===== config.mk =====
export PLATFORM = sky130hd
export DESIGN_NAME = pcslc_pcs_link_control
export DESIGN_NICKNAME = d
export VERILOG_FILES = /design/src/shared/pcslc_pkg.sv /design/src/hw/pcslc_pcs_link_control.sv
export SDC_FILE = /design/constraint.sdc
export NUM_CORES = 1
export LEC_CHECK = 0
export BUFFER_PORTS_ARGS = -buffer_cell sky130_fd_sc_hd__buf_2
export CORE_AREA = 2 2 107 109
export DETAILED_ROUTE_END_ITERATION = 16
export DIE_AREA = 0 0 109 111
export HOLD_SLACK_MARGIN = 0.08
export PLACE_DENSITY = 0.66
export RECOVER_POWER = 50
export SYNTH_ARGS = -nofsm -noshare
export SYNTH_HDL_FRONTEND = slang
export SYNTH_SLANG_ARGS = --single-unit

===== constraint.sdc =====
create_clock -name ref_clk_in -period 2.4 [get_ports ref_clk_in]
set_clock_uncertainty 0.1 [all_clocks]
set_input_delay 0.24 -clock ref_clk_in [delete_from_list [all_inputs] [get_ports ref_clk_in]]
set_output_delay 0.24 -clock ref_clk_in [all_outputs]
set_load 0.01 [all_outputs]

===== src/shared/pcslc_pkg.sv =====
package pcslc_pkg;

    // ****************************************************************
    // Register map
    // ****************************************************************
    // Printed offset is not a multiple of four, so it is a word index
    localparam int          CTRL_INDEX    = 32'h0000_0016;
    localparam int          STAT_INDEX    = 32'h0000_0017;
    localparam int          ADDR_W        = 8;
    localparam logic [7:0]  CTRL_ADDR     = 8'(CTRL_INDEX * 4);
    localparam logic [7:0]  STAT_ADDR     = 8'(STAT_INDEX * 4);

    localparam logic [15:0] CTRL_RESET    = 16'h0100;
    localparam logic [15:0] CTRL_WR_MASK  = 16'h1FFF;

    // Control field positions
    localparam int BIT_FREE_CLK           = 11;
    localparam int BIT_QUIET_TX           = 10;
    localparam int BIT_FORCED_SD          = 9;
    localparam int BIT_DETECT_OPTION      = 8;
    localparam int BIT_DESC_TIMEOUT       = 7;
    localparam int BIT_FORCE_GOOD         = 5;
    localparam int BIT_NRZI_BYPASS        = 2;

    // Status field positions
    localparam int STAT_LINK_GOOD         = 0;
    localparam int STAT_LINK_EVAL         = 1;
    localparam int STAT_SIGNAL            = 2;
    localparam int STAT_LOCK              = 3;

    // ****************************************************************
    // Timing
    // ****************************************************************
    localparam int CLK_PERIOD_NS          = 10;
    localparam int DESC_SHORT_NS          = 722000;
    localparam int DESC_LONG_NS           = 2000000;
    localparam int DESC_SHORT_CYC         = DESC_SHORT_NS / CLK_PERIOD_NS;
    localparam int DESC_LONG_CYC          = DESC_LONG_NS / CLK_PERIOD_NS;
    localparam int TIMER_W                = 18;

    // ****************************************************************
    // Bus responses and states
    // ****************************************************************
    localparam logic [1:0] RESP_OKAY      = 2'h0;
    localparam logic [1:0] RESP_SLVERR    = 2'h2;

    typedef enum logic {
        LINK_DOWN,
        LINK_UP
    } pcslc_link_state_t;

endpackage


===== src/hw/pcslc_pcs_link_control.sv =====
// Functional notes
// - Bits 15:13 ignore writes and always read back as zero.
// - Quiet-mode bit set puts 100 Mb/s transmitter into true quiet mode.
// - Forced-signal-detect bit makes the PMA report signal regardless of line.
// - Link rises only after valid signal level and descrambler lock together.
// - Option bit one: link held while signal valid; lock loss ignored.
// - Option bit zero: link held only while signal valid and lock kept.
// - Descrambler timeout is 722 us when bit clear, 2 ms when set.
// - Force-good-link bit reports a good 100 Mb/s link unconditionally.
// - Line-code bypass bit removes the NRZI encode/decode stage.
module pcslc_pcs_link_control
#(
    parameter int DESC_SHORT = pcslc_pkg::DESC_SHORT_CYC,
    parameter int DESC_LONG  = pcslc_pkg::DESC_LONG_CYC
) (
    input  wire logic                      ref_clk_in,
    input  wire logic                      rst_in,
    input  wire logic [pcslc_pkg::ADDR_W-1:0] s_axi_awaddr_in,
    input  wire logic                      s_axi_awvalid_in,
    output logic                           s_axi_awready_out,
    input  wire logic [31:0]               s_axi_wdata_in,
    input  wire logic [3:0]                s_axi_wstrb_in,
    input  wire logic                      s_axi_wvalid_in,
    output logic                           s_axi_wready_out,
    output logic [1:0]                     s_axi_bresp_out,
    output logic                           s_axi_bvalid_out,
    input  wire logic                      s_axi_bready_in,
    input  wire logic [pcslc_pkg::ADDR_W-1:0] s_axi_araddr_in,
    input  wire logic                      s_axi_arvalid_in,
    output logic                           s_axi_arready_out,
    output logic [31:0]                    s_axi_rdata_out,
    output logic [1:0]                     s_axi_rresp_out,
    output logic                           s_axi_rvalid_out,
    input  wire logic                      s_axi_rready_in,
    input  wire logic                      signal_level_valid_in,
    input  wire logic                      descrambler_lock_in,
    input  wire logic                      descrambler_activity_in,
    output logic                           quiet_transmit_enable_out,
    output logic                           forced_signal_detect_out,
    output logic                           signal_detect_out,
    output logic                           nrzi_bypass_out,
    output logic                           free_clk_out,
    output logic                           descrambler_timeout_out,
    output logic                           link_100_good_out
);
    import pcslc_pkg::*;

    // ****************************************************************
    // Register bus
    // ****************************************************************
    logic                 aw_hold_reg, aw_hold_next;
    logic [ADDR_W-1:0]    aw_addr_reg, aw_addr_next;
    logic                 w_hold_reg, w_hold_next;
    logic [31:0]          w_data_reg, w_data_next;
    logic [3:0]           w_strb_reg, w_strb_next;
    logic                 bvalid_reg, bvalid_next;
    logic [1:0]           bresp_reg, bresp_next;
    logic                 rvalid_reg, rvalid_next;
    logic [31:0]          rdata_reg, rdata_next;
    logic [1:0]           rresp_reg, rresp_next;
    logic [15:0]          ctrl_reg, ctrl_next;
    logic                 aw_hs, w_hs, ar_hs, wr_fire;
    logic [ADDR_W-1:0]    wr_addr;
    logic [31:0]          wr_data;
    logic [3:0]           wr_strb;
    logic [15:0]          lane_mask;
    logic [15:0]          status_word;

    assign s_axi_awready_out = !aw_hold_reg && !bvalid_reg;
    assign s_axi_wready_out  = !w_hold_reg && !bvalid_reg;
    assign s_axi_arready_out = !rvalid_reg;
    assign s_axi_bvalid_out  = bvalid_reg;
    assign s_axi_bresp_out   = bresp_reg;
    assign s_axi_rvalid_out  = rvalid_reg;
    assign s_axi_rdata_out   = rdata_reg;
    assign s_axi_rresp_out   = rresp_reg;

    assign aw_hs   = s_axi_awvalid_in && s_axi_awready_out;
    assign w_hs    = s_axi_wvalid_in && s_axi_wready_out;
    assign ar_hs   = s_axi_arvalid_in && s_axi_arready_out;
    // Address and data may arrive in either order
    assign wr_fire = (aw_hold_reg || aw_hs) && (w_hold_reg || w_hs);
    assign wr_addr = aw_hold_reg ? aw_addr_reg : s_axi_awaddr_in;
    assign wr_data = w_hold_reg ? w_data_reg : s_axi_wdata_in;
    assign wr_strb = w_hold_reg ? w_strb_reg : s_axi_wstrb_in;
    assign lane_mask = {{8{wr_strb[1]}}, {8{wr_strb[0]}}}
                     & CTRL_WR_MASK;

    always_comb begin
        aw_hold_next = aw_hold_reg;
        aw_addr_next = aw_addr_reg;
        w_hold_next  = w_hold_reg;
        w_data_next  = w_data_reg;
        w_strb_next  = w_strb_reg;
        bvalid_next  = bvalid_reg;
        bresp_next   = bresp_reg;
        ctrl_next    = ctrl_reg;
        if (aw_hs) begin
            aw_hold_next = 1'b1;
            aw_addr_next = s_axi_awaddr_in;
        end
        if (w_hs) begin
            w_hold_next = 1'b1;
            w_data_next = s_axi_wdata_in;
            w_strb_next = s_axi_wstrb_in;
        end
        if (bvalid_reg && s_axi_bready_in) begin
            bvalid_next = 1'b0;
        end
        if (wr_fire) begin
            aw_hold_next = 1'b0;
            w_hold_next  = 1'b0;
            bvalid_next  = 1'b1;
            bresp_next   = RESP_OKAY;
            if (wr_addr == CTRL_ADDR) begin
                // Top three bits never take a write
                ctrl_next = (ctrl_reg & ~lane_mask)
                          | (wr_data[15:0] & lane_mask);
            end else if (wr_addr != STAT_ADDR) begin
                bresp_next = RESP_SLVERR;
            end
        end
    end

    always_comb begin
        rvalid_next = rvalid_reg;
        rdata_next  = rdata_reg;
        rresp_next  = rresp_reg;
        if (rvalid_reg && s_axi_rready_in) begin
            rvalid_next = 1'b0;
        end
        if (ar_hs) begin
            rvalid_next = 1'b1;
            rresp_next  = RESP_OKAY;
            if (s_axi_araddr_in == CTRL_ADDR) begin
                rdata_next = {16'h0000, ctrl_reg & CTRL_WR_MASK};
            end else if (s_axi_araddr_in == STAT_ADDR) begin
                rdata_next = {16'h0000, status_word};
            end else begin
                rdata_next = 32'h0000_0000;
                rresp_next = RESP_SLVERR;
            end
        end
    end

    always_ff @(posedge ref_clk_in or posedge rst_in) begin
        if (rst_in) begin
            aw_hold_reg <= 1'b0;
            aw_addr_reg <= '0;
            w_hold_reg  <= 1'b0;
            w_data_reg  <= 32'h0000_0000;
            w_strb_reg  <= 4'h0;
            bvalid_reg  <= 1'b0;
            bresp_reg   <= RESP_OKAY;
            rvalid_reg  <= 1'b0;
            rdata_reg   <= 32'h0000_0000;
            rresp_reg   <= RESP_OKAY;
            ctrl_reg    <= CTRL_RESET;
        end else begin
            aw_hold_reg <= aw_hold_next;
            aw_addr_reg <= aw_addr_next;
            w_hold_reg  <= w_hold_next;
            w_data_reg  <= w_data_next;
            w_strb_reg  <= w_strb_next;
            bvalid_reg  <= bvalid_next;
            bresp_reg   <= bresp_next;
            rvalid_reg  <= rvalid_next;
            rdata_reg   <= rdata_next;
            rresp_reg   <= rresp_next;
            ctrl_reg    <= ctrl_next;
        end
    end

    // ****************************************************************
    // Control outputs
    // ****************************************************************
    logic sd_eff;
    logic option_hold;

    assign quiet_transmit_enable_out = ctrl_reg[BIT_QUIET_TX];
    assign forced_signal_detect_out  = ctrl_reg[BIT_FORCED_SD];
    assign nrzi_bypass_out           = ctrl_reg[BIT_NRZI_BYPASS];
    assign free_clk_out              = ctrl_reg[BIT_FREE_CLK];
    // Forcing overrides whatever the line shows
    assign sd_eff = signal_level_valid_in || ctrl_reg[BIT_FORCED_SD];
    assign signal_detect_out = sd_eff;

    // ****************************************************************
    // Link evaluation
    // ****************************************************************
    pcslc_link_state_t link_reg, link_next;

    assign option_hold = ctrl_reg[BIT_DETECT_OPTION] ? sd_eff
                       : (sd_eff && descrambler_lock_in);

    always_comb begin
        link_next = link_reg;
        unique case (link_reg)
            LINK_DOWN: begin
                if (sd_eff && descrambler_lock_in) begin
                    link_next = LINK_UP;
                end
            end
            LINK_UP: begin
                if (!option_hold) begin
                    link_next = LINK_DOWN;
                end
            end
        endcase
    end

    always_ff @(posedge ref_clk_in or posedge rst_in) begin
        if (rst_in) begin
            link_reg <= LINK_DOWN;
        end else begin
            link_reg <= link_next;
        end
    end

    // Forcing good link overrides link_100_good_out only; link_reg still evaluates
    assign link_100_good_out = (link_reg == LINK_UP)
                             || ctrl_reg[BIT_FORCE_GOOD];

    assign status_word = {12'h000, descrambler_lock_in, sd_eff,
                          link_reg == LINK_UP, link_100_good_out};

    // ****************************************************************
    // Descrambler timeout
    // ****************************************************************
    // Runs only while locked; activity restarts it
    logic [TIMER_W-1:0] dtimer_reg, dtimer_next;
    logic               dto_reg, dto_next;
    logic [TIMER_W-1:0] dlimit;
    logic               dexpire;

    assign dlimit = ctrl_reg[BIT_DESC_TIMEOUT]
                  ? TIMER_W'(DESC_LONG - 1)
                  : TIMER_W'(DESC_SHORT - 1);
    assign dexpire = descrambler_lock_in && !descrambler_activity_in
                   && (dtimer_reg >= dlimit);

    always_comb begin
        dto_next = dexpire;
        if (!descrambler_lock_in || descrambler_activity_in || dexpire) begin
            dtimer_next = '0;
        end else begin
            dtimer_next = dtimer_reg + TIMER_W'(1);
        end
    end

    always_ff @(posedge ref_clk_in or posedge rst_in) begin
        if (rst_in) begin
            dtimer_reg <= '0;
            dto_reg    <= 1'b0;
        end else begin
            dtimer_reg <= dtimer_next;
            dto_reg    <= dto_next;
        end
    end

    assign descrambler_timeout_out = dto_reg;
endmodule


; Yosys cells after proc, flatten, opt, wreduce, memory -nomap -nowiden
; Cells that the tools add are included.
; W data, S select, Z words.
[word_totals]
word_cells = 76
register_bits = 102
in_bits = 62
out_inout_bits = 48
[classes]
n_reduce_logical = 28
order_cmp = 1
n_addsub = 1
bitwise = 5
n_eq_ne = 4
n_mux = 23
[ops]
columns = op, count
row1 = $mux W18, 2
row2 = $eq A8 B7 Y1 const B, 3
row3 = $add A18 B1 Y18 const B, 1
row4 = $ge A18 B18 Y1, 1
row5 = $and A16 B13 Y16, 1
row6 = $and A16 B16 Y16, 1
row7 = $mux W16, 1
row8 = $not A13 Y16, 1
row9 = $or A16 B16 Y16, 1
row10 = $mux W13, 1
row11 = $logic_and A1 B1 Y1, 11
row12 = $mux W1, 11
row13 = $mux W2, 5
row14 = $mux W8, 1
row15 = $ne A8 B7 Y1 const B, 1
row16 = $reduce_bool A2 Y1, 4
row17 = $logic_not A1 Y1, 6
row18 = $logic_or A1 B1 Y1, 6
row19 = $mux W4, 1
row20 = $pmux W1 S2, 1
row21 = $reduce_and A2 Y1, 1
row22 = $not A1 Y1, 1

; Logic depth before layout (Yosys ltp)
[depth]
ltp_word = 6
depth_mapped = 8
depth_no_buf = 6

; Worst setup path after synthesis
; No wires, ideal clock.
[synth_path]
kind = reg2reg
start = reg with a tool-made name
end = reg dtimer_reg[10]
period_less_slack_ns = 2.233
n_path_buf = 1
t_required_ns = 2.166
path_slack_ns = 0.167
stages_incl_launch_ff = 8
arrival_time_ns = 1.999
path_cell_list = dfrtp_1 -> inv_1 -> ha_1 -> nand3_1 -> a2111o_1 -> a211oi_2 -> buf_2 -> nor3_1
[synth_rtl]
columns = item, line_no
row1 = "end signal, assigned", pcslc_pcs_link_control.sv:256  ; dtimer_reg <= dtimer_next;
row2 = "end, declared", pcslc_pcs_link_control.sv:231  ; logic [TIMER_W-1:0] dtimer_reg, dtimer_next;

==> impl_metrics.json <==
{
  "grt_setup_unrepaired": "no",
  "critPathMaxStageDelay_ns": 0.41,
  "grt_max_degree": 28,
  "holdBufCountCts": 25,
  "yosys_warnings": 0,
  "synth_top_area_share_pct": 49.3,
  "io-pin-count": 110,
  "critPathBufInv": 2,
  "run_status": "completed",
  "ys_seq_area_share_pct": 50.0,
  "async_flop_share_pct": 100,
  "drtIter0Drc": 110,
  "synthFlopType": "dfrtp_1",
  "nets": 486,
  "drv_slew": 0,
  "dp_worst_setup_slack_ns": 0.208,
  "avgSynthCellArea_um2": 11.8,
  "synth_area_um2": 3750,
  "clkLatencyLatePin_ns": 0.33,
  "gp_congestion": 0.825,
  "clockBufferDepth": 2,
  "hold_depth": 2,
  "powerDensity_nw_per_um2": 818,
  "tns_ns": 0,
  "gr-max-usage-layer": "met2",
  "leakage_nw": 2.09,
  "reg2reg_depth": 7,
  "cp.depth": 7,
  "ys_types": 47,
  "clock_sinks": 75,
  "ant_nets": 0,
  "cp_top_family": "compound AO/OA/AOI/OAI gates",
  "fp.dieH_um": 111,
  "grt_usage_pct": 14.0,
  "synthTopCellsByArea": "dfrtp_1 (49%), mux2_2 (14%), buf_4 (4.2%), ha_1 (3.0%), nor3_1 (2.3%)",
  "core_um2": 11100,
  "diodes": 0,
  "numCtsBuffers": 9,
  "period_share_pct": 92.5,
  "path_max_fanout": 19,
  "cap_violations": 0,
  "cts_tree": "done",
  "vias": 2727,
  "drc": 0,
  "cp.required_ns": 2.57,
  "die_w_um": 109,
  "synth.largest_area_cell": "dfrtp_1",
  "grt_pass1_vias": 2830,
  "rows": 39,
  "avgViaCountPerCell": 4.84,
  "timing.final.ws_setup_ns": 0.181,
  "postCtsSetupRepairBufs": 0,
  "synth_cells": 317,
  "clk_pin_slew_ns": 0.06,
  "drt_first_pass_iters": 4,
  "antenna_found_initial": 0,
  "slew-limit-headroom_pct": 30.9,
  "portBuffers": 67,
  "start_util_pct": 33.9,
  "dpl.hpwl_um": 5940,
  "ys_top_cells_by_count": "dfrtp_1 (74), mux2_2 (48), buf_4 (21), nor3_1 (17), nand2_1 (15)",
  "setup_violations": 0,
  "worstHoldPathType": "primary input to flop",
  "fp.dieArea_um2": 12100,
  "syn_to_final_growth_pct": 25.6,
  "drive_gt1_share_pct": 29.8,
  "cp-start-kind": "flop",
  "gr-usage-met2_pct": 23.1,
  "tightest_slew_ns": 1.04,
  "vdd_drop_max_mv": 0.351,
  "path_cells": "inv_1 > ha_1 > nand3_1 > a2111o_1 > a211oi_2 > buf_12 > o311a_1",
  "crit_type": "flop to flop",
  "synth_edf_count": 0,
  "ys_ff_latch": 75,
  "cts_resized": 0,
  "grt_overflow_total": 0,
  "clockRootBuffer": "clkbuf_16",
  "grt_util_met3_pct": 3.82,
  "fin_crit_ns": 2.22,
  "p_total_mw": 3.86,
  "cts_htree_levels": 3,
  "wl_per_cell_um": 14.3,
  "grt_pass1_wl_um": 13300,
  "worst_path_max_delay_cell": "dfrtp_1",
  "met1_usage_pct": 17.6,
  "critical_path_arrival_ns": 2.39,
  "routed_wl_um": 8040,
  "crit_path_end_kind": "flop",
  "yosysMostFrequentCell": "dfrtp_1",
  "fmax_mhz": 451,
  "hold_viol": 0
}
==> metal layers <==
layer	vias up	wire, µm
met5	-	0
met4	0	148
met3	17	425
met2	65	3920
met1	1346	3550
li1	1299	-
==> area by class of cell <==
cell class,instances,area (µm²)
fillers,1068,6360
flip-flops and latches,75,1880
clock buffers,10,229
inverters,10,37.5
multi-input cells,217,1700
well taps,143,179
clock inverters,6,65.1
repair buffers,102,629
==> layout by cell type (no fill, tap or decap), drive strengths merged, types with 11 or more instances in the layout <==
| cell | netlist | final |
|---|---|---|
| dfrtp | 74 | 74 |
| buf | 26 | 49 |
| mux2 | 48 | 48 |
| clkbuf | 9 | 38 |
| dlygate4sd3 | 0 | 25 |
| conb | 1 | 21 |
| nor3 | 17 | 17 |
| nand2 | 16 | 16 |
| o21ai | 12 | 12 |
| inv | 10 | 11 |
==> worst reg2reg max path, delay by kind of cell, from the launching register on <==
kind,cells,cell delay [ns]
AO/OA/AOI/OAI,3,0.88
adder cells (fa/ha/maj),1,0.31
buffers and inverters,2,0.37
flip-flops,1,0.41
AND/OR/NAND/NOR,1,0.08
==> cells by family (layout without fill, tap and decap cells) <==
family	count (synthesis)	after routing	synth area share, %
XOR/XNOR	12	12	2.80
other	1	21	0.0999
buffers and inverters	45	128	6.73
AND/OR/NAND/NOR	81	81	12.7
multiplexers	55	55	16.3
AO/OA/AOI/OAI	39	39	8.43
adder cells (fa/ha/maj)	9	9	3.00
flip-flops	75	75	50.0
==> through the flow <==
step / cell area [µm²] / hold slack (ns) / instances / util (%)
2_1_floorplan: 3830 / 0.236 / 337 / -
3_3_place_gp: 4220 / 0.232 / 522 / 38.1
3_5_place_dp: 4220 / 0.244 / 522 / 38.1
4_1_cts: 4760 / 0.0842 / 563 / 43.0
5_1_grt: 4720 / 0.0913 / 563 / 42.6
6_report: 4720 / 0.0977 / 563 / 42.6
==> report_power, final <==
part	switching (mW)	internal [mW]	total [mW]
Sequential	0.157	1.52	1.68
Clock	0.524	0.806	1.33
Combinational	0.384	0.468	0.851
==> worst paths after layout <==
check | slack [ns] | from | end
worst max register to register | 0.18 | flop | descrambler_timeout_out$_DFF_PP0_
worst max-delay path | 0.18 | flop | descrambler_timeout_out$_DFF_PP0_
max in group asynchronous | 0.60 | rst_in | s_axi_bvalid_out$_DFFE_PP0P_
min in group asynchronous | 0.60 | rst_in | dtimer_reg[0]$_DFF_PP0_
worst min-delay path | 0.1 | s_axi_wdata_in[7] | w_data_reg[7]$_DFFE_PP0P_
worst min register to register | 0.37 | dtimer_reg[0]$_DFF_PP0_ | dtimer_reg[0]$_DFF_PP0_
Note: power is estimated with default switching activity, not from simulation.
